<file path="config.mk">
export PLATFORM = sky130hd
export DESIGN_NAME = traffic_generator
export DESIGN_NICKNAME = d
export VERILOG_FILES = /design/src/include/traffic_generator_pkg.sv /design/src/rtl/traffic_generator.sv /design/src/rtl/completion_queue.sv
export SDC_FILE = /design/constraint.sdc
export NUM_CORES = 2
export LEC_CHECK = 0
export BUFFER_PORTS_ARGS = -buffer_cell sky130_fd_sc_hd__buf_2
export CORE_MARGIN = 1
export CORE_UTILIZATION = 55
export CTS_BUF_LIST = sky130_fd_sc_hd__clkbuf_16
export CTS_CLUSTER_DIAMETER = 40
export CTS_CLUSTER_SIZE = 16
export DETAILED_ROUTE_END_ITERATION = 12
export GPL_ROUTABILITY_DRIVEN = 0
export PLACE_DENSITY = 0.68
export SYNTH_ARGS = -nofsm -noshare
export SYNTH_HDL_FRONTEND = slang
export SYNTH_HIERARCHICAL = 1
export SYNTH_SLANG_ARGS = --single-unit
</file>
<file path="constraint.sdc">
create_clock -name clk_sys -period 9.5 [get_ports clk_sys]
set_input_delay 0.475 -clock clk_sys [delete_from_list [all_inputs] [get_ports clk_sys]]
set_output_delay 0.475 -clock clk_sys [all_outputs]
set_load 0.02 [all_outputs]
</file>
<file path="src/include/traffic_generator_pkg.sv">
package traffic_generator_pkg;

  // ***********************************************************
  // register map, byte addresses on the command port
  // ***********************************************************
  localparam int ADDR_W = 6;
  localparam logic [5:0] OFF_CTRL = 6'h00;
  localparam logic [5:0] OFF_LOOPS = 6'h04;
  localparam logic [5:0] OFF_GAP = 6'h08;
  localparam logic [5:0] OFF_PASS_LEN = 6'h0C;
  localparam logic [5:0] OFF_BASE = 6'h10;
  localparam logic [5:0] OFF_STATUS = 6'h14;
  localparam logic [5:0] OFF_SENT = 6'h18;
  localparam logic [5:0] OFF_RCVD = 6'h1C;
  localparam logic [5:0] OFF_ELAPSED = 6'h20;
  localparam logic [5:0] OFF_NP_WAIT = 6'h24;
  localparam logic [5:0] OFF_P_WAIT = 6'h28;
  localparam logic [5:0] OFF_STAMP = 6'h2C;
  localparam logic [5:0] OFF_RXQ_DATA = 6'h30;
  localparam logic [5:0] OFF_RXQ_STAMP = 6'h34;

  // ***********************************************************
  // control and status field layout
  // ***********************************************************
  localparam int CTRL_RUN_BIT = 0;
  localparam int CTRL_THRU_BIT = 1;
  localparam int CTRL_MIX_LSB = 2;
  localparam int CTRL_SIZE_LSB = 4;
  localparam int CTRL_RATIO_LSB = 8;
  localparam int CTRL_CLEAR_BIT = 16;
  localparam int STAT_LEVEL_LSB = 8;
  localparam int STAT_OUTST_LSB = 16;

  // ***********************************************************
  // reset values and sizes
  // ***********************************************************
  localparam logic [15:0] LOOPS_RESET = 16'h0001;
  localparam logic [15:0] GAP_RESET = 16'h0000;
  localparam logic [15:0] PASS_LEN_RESET = 16'h0001;
  localparam logic [31:0] BASE_RESET = 32'h0000_0000;
  localparam logic [9:0] MAX_READ_BYTES = 10'h200;
  localparam logic [9:0] MAX_WRITE_BYTES = 10'h080;
  localparam logic [4:0] LIMIT_ONE = 5'h01;
  localparam logic [4:0] LIMIT_FOUR = 5'h04;
  localparam logic [4:0] LIMIT_SIXTEEN = 5'h10;
  localparam logic [15:0] WR_PER_GROUP_ONE = 16'h0001;
  localparam logic [15:0] WR_PER_GROUP_FOUR = 16'h0004;
  localparam int CLK_PERIOD_NS = 40;

  typedef enum logic [1:0] {MIX_WRITE, MIX_READ, MIX_BOTH, MIX_SPARE}
    tlp_mix_t;
  typedef enum logic [1:0] {ratio_one_one, ratio_one_four,
    ratio_four_sixteen, ratio_sixteen_sixtyfour} ratio_t;

  // read request size per size selection
  function automatic logic [9:0] read_bytes(input logic [2:0] sel);
    unique case (sel)
      3'h0: read_bytes = 10'h200;
      3'h1: read_bytes = 10'h100;
      3'h2: read_bytes = 10'h080;
      3'h3: read_bytes = 10'h040;
      3'h4: read_bytes = 10'h020;
      default: read_bytes = 10'h010;
    endcase
  endfunction

  // write payload size paired with the same selection
  function automatic logic [9:0] write_bytes(input logic [2:0] sel);
    unique case (sel)
      3'h0, 3'h1, 3'h2: write_bytes = 10'h080;
      3'h3: write_bytes = 10'h040;
      3'h4: write_bytes = 10'h020;
      default: write_bytes = 10'h010;
    endcase
  endfunction

endpackage

</file>
<file path="src/rtl/traffic_generator.sv">
// Decided for this implementation: the placing of the registers and the strobed register port.
`timescale 1ns/1ps
// Summary of operation
// - read requests never exceed 512 bytes
// - write payloads never exceed 128 bytes
// - paired read/write sizes from fixed table
// - ratio one-one: one read outstanding
// - ratio one-four: one read, four writes
// - ratio four-sixteen: four tagged reads outstanding
// - ratio sixteen-sixtyfour: sixteen tagged reads outstanding
// - cycle mode replays programmed passes, then stops
// - loop count is sixteen bits wide
// - throughput mode loops until software stops
// - programmed idle gap between passes
// - count sent writes and elapsed cycles
// - count completions and record timestamp
// - software can clear performance counters
// - count cycles blocked on non-posted credit
// - count cycles blocked on posted credit
// - completions stored with timestamp in queue
// - writes go to host, reads fetch
// - cycle passes carry reads, writes or both
module traffic_generator #(
  parameter int RXQ_DEPTH_LOG = 4
) (
  input wire logic clk_sys,
  input wire logic rst,
  input wire logic [5:0] reg_addr,
  input wire logic [31:0] reg_wdata,
  input wire logic reg_wr,
  input wire logic reg_rd,
  output logic [31:0] reg_rdata,
  output logic tx_valid,
  input wire logic tx_ready,
  output logic tx_is_write,
  output logic [9:0] tx_bytes,
  output logic [3:0] tx_tag,
  output logic [31:0] tx_addr,
  input wire logic np_credit_ok,
  input wire logic p_credit_ok,
  input wire logic cpl_valid,
  input wire logic cpl_final,
  input wire logic [31:0] cpl_data,
  output logic test_running
);

  // ***********************************************************
  // state
  // ***********************************************************
  typedef enum logic [1:0] {IDLE, ISSUE, GAP} gen_state_t;

  typedef struct packed {
    gen_state_t state;
    logic busy;
    logic run;
    logic thru;
    logic [1:0] mix;
    logic [2:0] size;
    logic [1:0] ratio;
    logic [15:0] loops;
    logic [15:0] gap;
    logic [15:0] pass_len;
    logic [31:0] base;
    logic done;
    logic [15:0] loops_done;
    logic [15:0] gap_cnt;
    logic [15:0] grp_left;
    logic [15:0] wr_left;
    logic rd_due;
    logic [4:0] outst;
    logic [3:0] tag;
    logic [31:0] addr_off;
    logic tx_valid;
    logic tx_is_write;
    logic [9:0] tx_bytes;
    logic [3:0] tx_tag;
    logic [31:0] tx_addr;
    logic [31:0] sent;
    logic [31:0] rcvd;
    logic [31:0] elapsed;
    logic [31:0] np_wait;
    logic [31:0] p_wait;
    logic [31:0] stamp;
    logic [31:0] rdata;
  } gen_st_t;

  gen_st_t st_q;
  gen_st_t st_d;
  logic ctrl_wr;
  logic clear;
  logic accept;
  logic rd_done;
  logic rxq_pop;
  logic [31:0] head_data;
  logic [31:0] head_stamp;
  logic [RXQ_DEPTH_LOG:0] rxq_level;

  // read requests allowed in flight per ratio
  function automatic logic [4:0] read_limit(input logic [1:0] r);
    unique case (traffic_generator_pkg::ratio_t'(r))
      traffic_generator_pkg::ratio_one_one: read_limit =
        traffic_generator_pkg::LIMIT_ONE;
      traffic_generator_pkg::ratio_one_four: read_limit =
        traffic_generator_pkg::LIMIT_ONE;
      traffic_generator_pkg::ratio_four_sixteen: read_limit =
        traffic_generator_pkg::LIMIT_FOUR;
      traffic_generator_pkg::ratio_sixteen_sixtyfour: read_limit =
        traffic_generator_pkg::LIMIT_SIXTEEN;
    endcase
  endfunction

  // writes following each read in combined operation
  function automatic logic [15:0] writes_per_group(input logic [1:0] r);
    if (traffic_generator_pkg::ratio_t'(r) ==
        traffic_generator_pkg::ratio_one_one)
      writes_per_group = traffic_generator_pkg::WR_PER_GROUP_ONE;
    else
      writes_per_group = traffic_generator_pkg::WR_PER_GROUP_FOUR;
  endfunction

  // load one pass of the pattern queue
  function automatic gen_st_t start_pass(input gen_st_t s);
    gen_st_t t;
    t = s;
    t.state = ISSUE;
    t.addr_off = '0;
    unique case (traffic_generator_pkg::tlp_mix_t'(s.mix))
      traffic_generator_pkg::MIX_WRITE:
      begin
        t.grp_left = 16'h0001;
        t.rd_due = 1'b0;
        t.wr_left = s.pass_len;
      end
      traffic_generator_pkg::MIX_BOTH:
      begin
        t.grp_left = 16'(read_limit(s.ratio));
        t.rd_due = 1'b1;
        t.wr_left = writes_per_group(s.ratio);
      end
      default:
      begin
        t.grp_left = s.pass_len;
        t.rd_due = 1'b1;
        t.wr_left = '0;
      end
    endcase
    return t;
  endfunction

  assign ctrl_wr = reg_wr && (reg_addr == traffic_generator_pkg::OFF_CTRL);
  assign clear = ctrl_wr && reg_wdata[traffic_generator_pkg::CTRL_CLEAR_BIT];
  assign accept = st_q.tx_valid && tx_ready;
  assign rd_done = cpl_valid && cpl_final && (st_q.outst != '0);
  assign rxq_pop = reg_rd &&
    (reg_addr == traffic_generator_pkg::OFF_RXQ_DATA);

  // ***********************************************************
  // received completion queue
  // ***********************************************************
  completion_queue #(
    .DATA_W(32),
    .DEPTH_LOG(RXQ_DEPTH_LOG)
  ) u_rxq (
    .clk_sys(clk_sys),
    .rst(rst),
    .push(cpl_valid),
    .push_data(cpl_data),
    .push_stamp(st_q.elapsed),
    .pop(rxq_pop),
    .head_data(head_data),
    .head_stamp(head_stamp),
    .level(rxq_level)
  );

  // ***********************************************************
  // next state
  // ***********************************************************
  always_comb
  begin
    st_d = st_q;
    // register writes
    if (ctrl_wr)
    begin
      st_d.run = reg_wdata[traffic_generator_pkg::CTRL_RUN_BIT];
      st_d.thru = reg_wdata[traffic_generator_pkg::CTRL_THRU_BIT];
      st_d.mix = reg_wdata[traffic_generator_pkg::CTRL_MIX_LSB +: 2];
      st_d.size = reg_wdata[traffic_generator_pkg::CTRL_SIZE_LSB +: 3];
      st_d.ratio = reg_wdata[traffic_generator_pkg::CTRL_RATIO_LSB +: 2];
    end
    if (reg_wr && reg_addr == traffic_generator_pkg::OFF_LOOPS)
      st_d.loops = reg_wdata[15:0];
    if (reg_wr && reg_addr == traffic_generator_pkg::OFF_GAP)
      st_d.gap = reg_wdata[15:0];
    if (reg_wr && reg_addr == traffic_generator_pkg::OFF_PASS_LEN)
      st_d.pass_len = reg_wdata[15:0];
    if (reg_wr && reg_addr == traffic_generator_pkg::OFF_BASE)
      st_d.base = reg_wdata;
    if (!st_d.run)
      st_d.done = 1'b0;

    // transmit handshake: request held until the core takes it
    if (accept)
      st_d.tx_valid = 1'b0;

    // outstanding read bookkeeping
    if (rd_done)
      st_d.outst = st_q.outst - 1'b1;

    unique case (st_q.state)
      IDLE:
      begin
        if (st_q.run && !st_q.done)
        begin
          st_d = start_pass(st_d);
          st_d.loops_done = '0;
        end
      end
      ISSUE:
      begin
        if (!st_q.run)
        begin
          if (!st_q.tx_valid || accept)
            st_d.state = IDLE;
        end
        else if (st_q.tx_valid)
        begin
        end
        else if (st_q.grp_left == '0)
        begin
          // end of pass
          if (!st_q.thru &&
              (st_q.loops_done + 16'h0001) >= st_q.loops)
          begin
            st_d.done = 1'b1;
            st_d.state = IDLE;
          end
          else
          begin
            if (!st_q.thru)
              st_d.loops_done = st_q.loops_done + 16'h0001;
            if (st_q.gap != '0)
            begin
              st_d.state = GAP;
              st_d.gap_cnt = st_q.gap;
            end
            else
              st_d = start_pass(st_d);
          end
        end
        else if (st_q.rd_due)
        begin
          if (!np_credit_ok)
            st_d.np_wait = st_q.np_wait + 32'h1;
          else if (st_q.outst < read_limit(st_q.ratio))
          begin
            // read fetches host memory into the endpoint
            st_d.tx_valid = 1'b1;
            st_d.tx_is_write = 1'b0;
            st_d.tx_bytes = traffic_generator_pkg::read_bytes(st_q.size);
            st_d.tx_tag = st_q.tag;
            st_d.tx_addr = st_q.base + st_q.addr_off;
            st_d.addr_off = st_q.addr_off + 32'(st_d.tx_bytes);
            st_d.tag = st_q.tag + 4'h1;
            st_d.outst = st_d.outst + 1'b1;
            st_d.rd_due = 1'b0;
            if (st_q.wr_left == '0)
              st_d.grp_left = st_q.grp_left - 16'h0001;
          end
        end
        else if (st_q.wr_left != '0)
        begin
          if (!p_credit_ok)
            st_d.p_wait = st_q.p_wait + 32'h1;
          else
          begin
            // write carries endpoint data into host memory
            st_d.tx_valid = 1'b1;
            st_d.tx_is_write = 1'b1;
            st_d.tx_bytes = traffic_generator_pkg::write_bytes(st_q.size);
            st_d.tx_tag = '0;
            st_d.tx_addr = st_q.base + st_q.addr_off;
            st_d.addr_off = st_q.addr_off + 32'(st_d.tx_bytes);
            st_d.wr_left = st_q.wr_left - 16'h0001;
            if (st_q.wr_left == 16'h0001)
              st_d.grp_left = st_q.grp_left - 16'h0001;
          end
        end
        else
          st_d.grp_left = st_q.grp_left - 16'h0001;
        // reload the next read/write group of a combined pass, or the next read of a read-only pass
        if (st_q.run && !st_q.tx_valid && st_d.state == ISSUE &&
            st_d.grp_left != '0 && !st_d.rd_due && st_d.wr_left == '0 &&
            st_q.mix == 2'(traffic_generator_pkg::MIX_BOTH))
        begin
          st_d.rd_due = 1'b1;
          st_d.wr_left = writes_per_group(st_q.ratio);
        end
        else if (st_q.run && !st_q.tx_valid && st_d.state == ISSUE &&
            st_d.grp_left != '0 && !st_d.rd_due && st_d.wr_left == '0 &&
            st_q.mix != 2'(traffic_generator_pkg::MIX_WRITE))
          st_d.rd_due = 1'b1;
      end
      GAP:
      begin
        if (!st_q.run)
          st_d.state = IDLE;
        else if (st_q.gap_cnt <= 16'h0001)
          st_d = start_pass(st_d);
        else
          st_d.gap_cnt = st_q.gap_cnt - 16'h0001;
      end
      default:
        st_d.state = IDLE;
    endcase

    // performance counters; an event in the clearing cycle survives
    if (clear)
    begin
      st_d.np_wait = 32'(st_d.np_wait != st_q.np_wait);
      st_d.p_wait = 32'(st_d.p_wait != st_q.p_wait);
      st_d.sent = '0;
      st_d.rcvd = '0;
      st_d.elapsed = '0;
      st_d.stamp = '0;
    end
    if (accept && st_q.tx_is_write)
      st_d.sent = st_d.sent + 32'h1;
    if (st_q.busy)
      st_d.elapsed = st_d.elapsed + 32'h1;
    if (cpl_valid)
    begin
      st_d.rcvd = st_d.rcvd + 32'h1;
      st_d.stamp = st_q.elapsed;
    end
    st_d.busy = (st_d.state != IDLE);

    // read data, one cycle after the strobe
    st_d.rdata = '0;
    if (reg_rd)
    begin
      unique case (reg_addr)
        traffic_generator_pkg::OFF_CTRL:
          st_d.rdata = {22'h0, st_q.ratio, 1'b0, st_q.size, st_q.mix,
            st_q.thru, st_q.run};
        traffic_generator_pkg::OFF_LOOPS: st_d.rdata = {16'h0, st_q.loops};
        traffic_generator_pkg::OFF_GAP: st_d.rdata = {16'h0, st_q.gap};
        traffic_generator_pkg::OFF_PASS_LEN:
          st_d.rdata = {16'h0, st_q.pass_len};
        traffic_generator_pkg::OFF_BASE: st_d.rdata = st_q.base;
        traffic_generator_pkg::OFF_STATUS:
        begin
          st_d.rdata[0] = st_q.busy;
          st_d.rdata[1] = st_q.done;
          st_d.rdata[traffic_generator_pkg::STAT_LEVEL_LSB +:
            RXQ_DEPTH_LOG+1] = rxq_level;
          st_d.rdata[traffic_generator_pkg::STAT_OUTST_LSB +: 5] =
            st_q.outst;
        end
        traffic_generator_pkg::OFF_SENT: st_d.rdata = st_q.sent;
        traffic_generator_pkg::OFF_RCVD: st_d.rdata = st_q.rcvd;
        traffic_generator_pkg::OFF_ELAPSED: st_d.rdata = st_q.elapsed;
        traffic_generator_pkg::OFF_NP_WAIT: st_d.rdata = st_q.np_wait;
        traffic_generator_pkg::OFF_P_WAIT: st_d.rdata = st_q.p_wait;
        traffic_generator_pkg::OFF_STAMP: st_d.rdata = st_q.stamp;
        traffic_generator_pkg::OFF_RXQ_DATA: st_d.rdata = head_data;
        traffic_generator_pkg::OFF_RXQ_STAMP: st_d.rdata = head_stamp;
        default: st_d.rdata = '0;
      endcase
    end
  end

  // register stage
  always_ff @(posedge clk_sys)
  begin
    if (rst)
    begin
      st_q <= '0;
      st_q.state <= IDLE;
      st_q.loops <= traffic_generator_pkg::LOOPS_RESET;
      st_q.gap <= traffic_generator_pkg::GAP_RESET;
      st_q.pass_len <= traffic_generator_pkg::PASS_LEN_RESET;
      st_q.base <= traffic_generator_pkg::BASE_RESET;
    end
    else
      st_q <= st_d;
  end

  assign reg_rdata = st_q.rdata;
  assign tx_valid = st_q.tx_valid;
  assign tx_is_write = st_q.tx_is_write;
  assign tx_bytes = st_q.tx_bytes;
  assign tx_tag = st_q.tx_tag;
  assign tx_addr = st_q.tx_addr;
  assign test_running = st_q.busy;

  // ***********************************************************
  // checks
  // ***********************************************************
  a_read_size_cap: assert property (@(posedge clk_sys)
    disable iff (rst) tx_valid && !tx_is_write |-> tx_bytes <= 10'h200)
    else $error("read request too large");
  a_write_size_cap: assert property (@(posedge clk_sys)
    disable iff (rst) tx_valid && tx_is_write |-> tx_bytes <= 10'h080)
    else $error("write payload too large");
  a_pair_size_table: assert property (@(posedge clk_sys)
    disable iff (rst) $rose(tx_valid) && st_q.mix == 2'h2 |-> (tx_is_write ?
      tx_bytes == traffic_generator_pkg::write_bytes(st_q.size) :
      tx_bytes == traffic_generator_pkg::read_bytes(st_q.size)))
    else $error("size pair mismatch");
  a_single_read_wait: assert property (@(posedge clk_sys)
    disable iff (rst) st_q.ratio[1] == 1'b0 |-> st_q.outst <= 5'h01)
    else $error("second read issued before completion");
  a_tag_limit: assert property (@(posedge clk_sys)
    disable iff (rst) st_q.ratio == 2'h2 |-> st_q.outst <= 5'h04)
    else $error("more than four reads in flight");
  a_cycle_end: assert property (@(posedge clk_sys) disable iff (rst)
    st_q.busy && !st_q.thru && st_q.run ##1 !st_q.busy && st_q.run
      |-> st_q.done)
    else $error("cycle test stopped without finishing");
  a_gap_hold: assert property (@(posedge clk_sys) disable iff (rst)
    st_q.state == ISSUE ##1 st_q.state == GAP |->
      st_q.gap_cnt == $past(st_q.gap))
    else $error("gap loaded with wrong length");
  a_np_wait_count: assert property (@(posedge clk_sys)
    disable iff (rst) st_q.state == ISSUE && st_q.run && !st_q.tx_valid &&
      st_q.rd_due && st_q.grp_left != '0 && !np_credit_ok && !clear
      |=> st_q.np_wait == $past(st_q.np_wait) + 32'h1)
    else $error("non-posted wait not counted");
  a_idle_frozen: assert property (@(posedge clk_sys)
    disable iff (rst) !st_q.busy && !clear |=> $stable(st_q.elapsed))
    else $error("elapsed timer moved while idle");
  // a start written in this cycle may raise a request three cycles on
  a_stop_quiet: assert property (@(posedge clk_sys)
    disable iff (rst) !st_q.run && !ctrl_wr && !tx_valid |=>
      !tx_valid [*3])
    else $error("request issued while stopped");

endmodule

</file>
<file path="src/rtl/completion_queue.sv">
`timescale 1ns/1ps
module completion_queue #(
  parameter int DATA_W = 32,
  parameter int DEPTH_LOG = 4
) (
  input wire logic clk_sys,
  input wire logic rst,
  input wire logic push,
  input wire logic [DATA_W-1:0] push_data,
  input wire logic [31:0] push_stamp,
  input wire logic pop,
  output logic [DATA_W-1:0] head_data,
  output logic [31:0] head_stamp,
  output logic [DEPTH_LOG:0] level
);

  localparam logic [DEPTH_LOG:0] FULL = (DEPTH_LOG+1)'(1 << DEPTH_LOG);

  typedef struct packed {
    logic [DEPTH_LOG-1:0] wp;
    logic [DEPTH_LOG-1:0] rp;
    logic [DEPTH_LOG:0] count;
  } q_st_t;

  q_st_t st_q;
  q_st_t st_d;
  logic [DATA_W+31:0] mem [0:(1<<DEPTH_LOG)-1];
  logic do_push;
  logic do_pop;

  // a full queue drops new entries; older ones stay for inspection
  assign do_push = push && (st_q.count != FULL);
  assign do_pop = pop && (st_q.count != '0);
  assign head_data = mem[st_q.rp][DATA_W+31:32];
  assign head_stamp = mem[st_q.rp][31:0];
  assign level = st_q.count;

  // pointer and fill count update
  always_comb
  begin
    st_d = st_q;
    if (do_push)
      st_d.wp = st_q.wp + 1'b1;
    if (do_pop)
      st_d.rp = st_q.rp + 1'b1;
    if (do_push && !do_pop)
      st_d.count = st_q.count + 1'b1;
    else if (!do_push && do_pop)
      st_d.count = st_q.count - 1'b1;
  end

  always_ff @(posedge clk_sys)
  begin
    if (rst)
      st_q <= '0;
    else
      st_q <= st_d;
  end

  // storage, no reset needed
  always_ff @(posedge clk_sys)
  begin
    if (do_push)
      mem[st_q.wp] <= {push_data, push_stamp};
  end

endmodule

</file>
==> results.sh <==
export IMPL_first_global_vias=45700
export IMPL_p_total_mw=15.1
export IMPL_io_buffers=155
export IMPL_ant_nets=0
export IMPL_grt_use_total_pct=32.0
export IMPL_utilization_pct=62.6
export IMPL_synth_edf_count=1024
export IMPL_placed_area_mm2=0.0695
export IMPL_power_density_mw_per_mm2=197
export IMPL_cp_arrival_ns=6.40
export IMPL_cts_clk_slew_worst_paths_ns=0.06
export IMPL_seqPwrFrac_pct=47.4
export IMPL_core_area_mm2=0.122
export IMPL_dpl_worst_slack_ns=3.98
export IMPL_ys_async_sr_fraction_pct=0
export IMPL_drt_iter0_drc=6295
export IMPL_switching_share_pct=23.4
export IMPL_synthCells=5438
export IMPL_gr_total_overflow=0
export IMPL_p_int_mw=11.5
export IMPL_synth_cell_type_count=102
export IMPL_layout_cells_non_filler=7284
export IMPL_final_setup_worst_slack_ns=3.84
export IMPL_slew_headroom_pct=15.9
export IMPL_fmax_ghz=0.177
export IMPL_cts_buffers=176
export IMPL_dp_cells=6890
export IMPL_final_max_slew_viol_count=0
export IMPL_finalHoldViolations=0
export IMPL_first_pass_iters=9
export IMPL_ys_flop_type="edfxtp_1"
export IMPL_htree_num_levels=4
export IMPL_drive_above_1_share_pct=16.6
export IMPL_clock_sinks=1504
export IMPL_worst_skew_pair_late_latency_ns=0.83
export IMPL_tightest_slew_ns=1.26
export IMPL_ir_drop_v=0.000197
export IMPL_power_switching_mw=3.52
export IMPL_vias=48100
export IMPL_seq_area_frac_synth_pct=59.6
export IMPL_whs_ns=0.0541
export IMPL_yosys_warnings=6
export IMPL_netlist_area_mm2=0.0678
export IMPL_worstSetupPathType="reg2reg"
export IMPL_crit_required_ns=10.24
export IMPL_setup_viol=0
export IMPL_combPwrFrac_pct=4.9
export IMPL_max_cap_violations=0
export IMPL_dieArea_mm2=0.125
export IMPL_wirelength_um=202000
export IMPL_min_period_ns=5.66
export IMPL_synth_seq_cells=1504
export IMPL_finalCritPeriodShare_pct=59.6
export IMPL_die_h_um=353
export IMPL_drc=0
export IMPL_dp_hpwl_um=127000
export IMPL_outcome="complete, no violations"
export IMPL_hp_class="in2reg"
export IMPL_rsz0062_at_grt="false"
export IMPL_start_util_pct=55.5
export IMPL_die_w_um=353
export IMPL_cts_root_buf="clkbuf_16"
export IMPL_worstSetupStartpointType="flip-flop"
export IMPL_placementRows=128
export IMPL_fin_nets=5668
export IMPL_fin_worst_skew_ns=0.0373
export IMPL_antenna_found_initial=2
export IMPL_cts_tree="built"
export IMPL_cts_buffer_depth=3
export IMPL_grt_max_degree=137
export IMPL_leakage_nw=24.9
export IMPL_io_pins=160
export IMPL_critPathMaxFanout=19
export IMPL_grt_pass1_wl_um=297000
export IMPL_finalInstanceArea_mm2=0.0764
export IMPL_syn_area_per_cell_um2=12.5
export IMPL_tns_ns=0
export IMPL_areaGrowthSynthToFinish_pct=12.7
export IMPL_vias_per_cell=6.60
export IMPL_wl_per_cell_um=27.7
export IMPL_clock_power_share_pct=47.7
export IMPL_endpoint_kind="flip-flop"
[synthesized netlist by cell type, types with 82 or more instances]
library cell | n | area [um^2]
inv_1 | 89 | 334
ha_1 | 82 | 1030
edfxtp_1 | 1024 | 30700
o21ai_0 | 164 | 821
buf_4 | 90 | 676
xor2_1 | 106 | 928
a21oi_1 | 297 | 1490
a22oi_1 | 265 | 1990
clkbuf_1 | 264 | 991
mux4_2 | 261 | 5880
nor3_1 | 98 | 490
nand2_1 | 497 | 1870
nor2_1 | 545 | 2050
nand3_1 | 105 | 526
dfxtp_1 | 480 | 9610
[registers in the layout (all words and copies together), names as in the netlist, named ones only]
signal and cells:
reg_rdata 32, st_q 386, test_running 1, tx_addr 32, tx_bytes 6, tx_is_write 1, tx_tag 4, tx_valid 1
u_rxq/level 5, u_rxq/mem 1024, u_rxq/st_q 8
[final cells by class]
type	count	area, um^2
antenna	7	17.5
clock buffer	180	4500
clock inverter	146	1780
fill	9300	45700
inverter	89	334
multi-input combinational	3416	25100
sequential	1504	40400
tap	1625	2030
timing repair buffer	317	2200
[cell families after synthesis]
family	Yosys count	share of synthesized area [%]
buffers and inverters	521	3.59
adders and majority gates	85	1.60
other	1	0.00553
xor gates and xnor gates	167	2.16
and+or+nand+nor	1650	11.4
muxes	364	10.3
DFF	1504	59.6
AOI/OAI and AO/OA	1146	11.4
[layout by cell type, fill, tap and decap left out, types with 18 or more instances in the layout]
cell / instances
edfxtp_1: 1024
nor2_1: 539
nand2_1: 496
dfxtp_1: 478
a21oi_1: 297
a22oi_1: 265
mux4_2: 261
clkbuf_16: 180
o21ai_0: 164
buf_2: 152
xor2_1: 106
nand3_1: 105
inv_1: 102
buf_4: 100
nor3_1: 96
ha_1: 80
nand4_1: 66
xnor2_1: 61
dlygate4sd3_1: 61
mux2i_1: 60
a31oi_1: 53
and3_1: 47
or3_1: 47
mux2_2: 42
nor4_1: 38
o22ai_1: 34
nand2b_1: 29
o211ai_1: 29
inv_6: 29
nor2b_1: 28
a21o_1: 28
a211oi_1: 28
a311oi_1: 27
bufinv_16: 25
a22o_1: 23
a222oi_1: 20
or4_1: 19
a221oi_1: 19
and4_1: 18
[metal layers]
layer	wire length, um	GRT usage, %	vias to the layer above
met5	20	0	-
met4	12000	17.4	2
met3	21400	7.13	591
met2	92600	49.7	2804
met1	76100	42.2	23800
li1	-	-	20900
[critical path, stage by stage (launching register included)]
cell and delay (ns):
dfxtp_1 0.39, and3_1 0.26, and3_1 0.25, and3_1 0.25, and3_1 0.26, and3_1 0.25, and3_1 0.26, nand3_1 0.11
xnor2_1 0.29, ha_1 0.31, and4_1 0.19, a21oi_1 0.27, nand2b_1 0.17, o311a_1 0.16, buf_4 0.25, o31ai_4 0.12
o21a_1 0.26, nand2b_1 0.51, nor2_1 0.37, or4b_1 0.48, a21oi_1 0.16
[repair_timing]
item,CTS,global route
hold buffers,61,0
buffers inserted,0,0
resized for setup,0,0
hold endpoints to repair,553,0
[path summary, 6_finish.rpt]
kind	from	end	slack, ns	cells after the start
worst max-delay path	st_q[362]	st_q[302]	3.84	20
worst min-delay path	reg_wdata[13]	st_q[456]	0.05	3
worst max register to register	st_q[362]	st_q[302]	3.84	20
worst min register to register	tx_bytes[4]	tx_bytes[4]	0.45	2
[power by group through the flow]
| stage | registers, mW | clock network, mW | logic, mW |
|---|---|---|---|
| floorplan | 7.28 | 0 | 0.400 |
| global placement | 7.27 | 0 | 0.691 |
| detailed placement | 7.28 | 0 | 0.696 |
| CTS | 7.14 | 7.25 | 0.720 |
| global route | 7.15 | 7.49 | 0.774 |
| finish | 7.14 | 7.18 | 0.741 |
(Power assumes the default switching activity.)
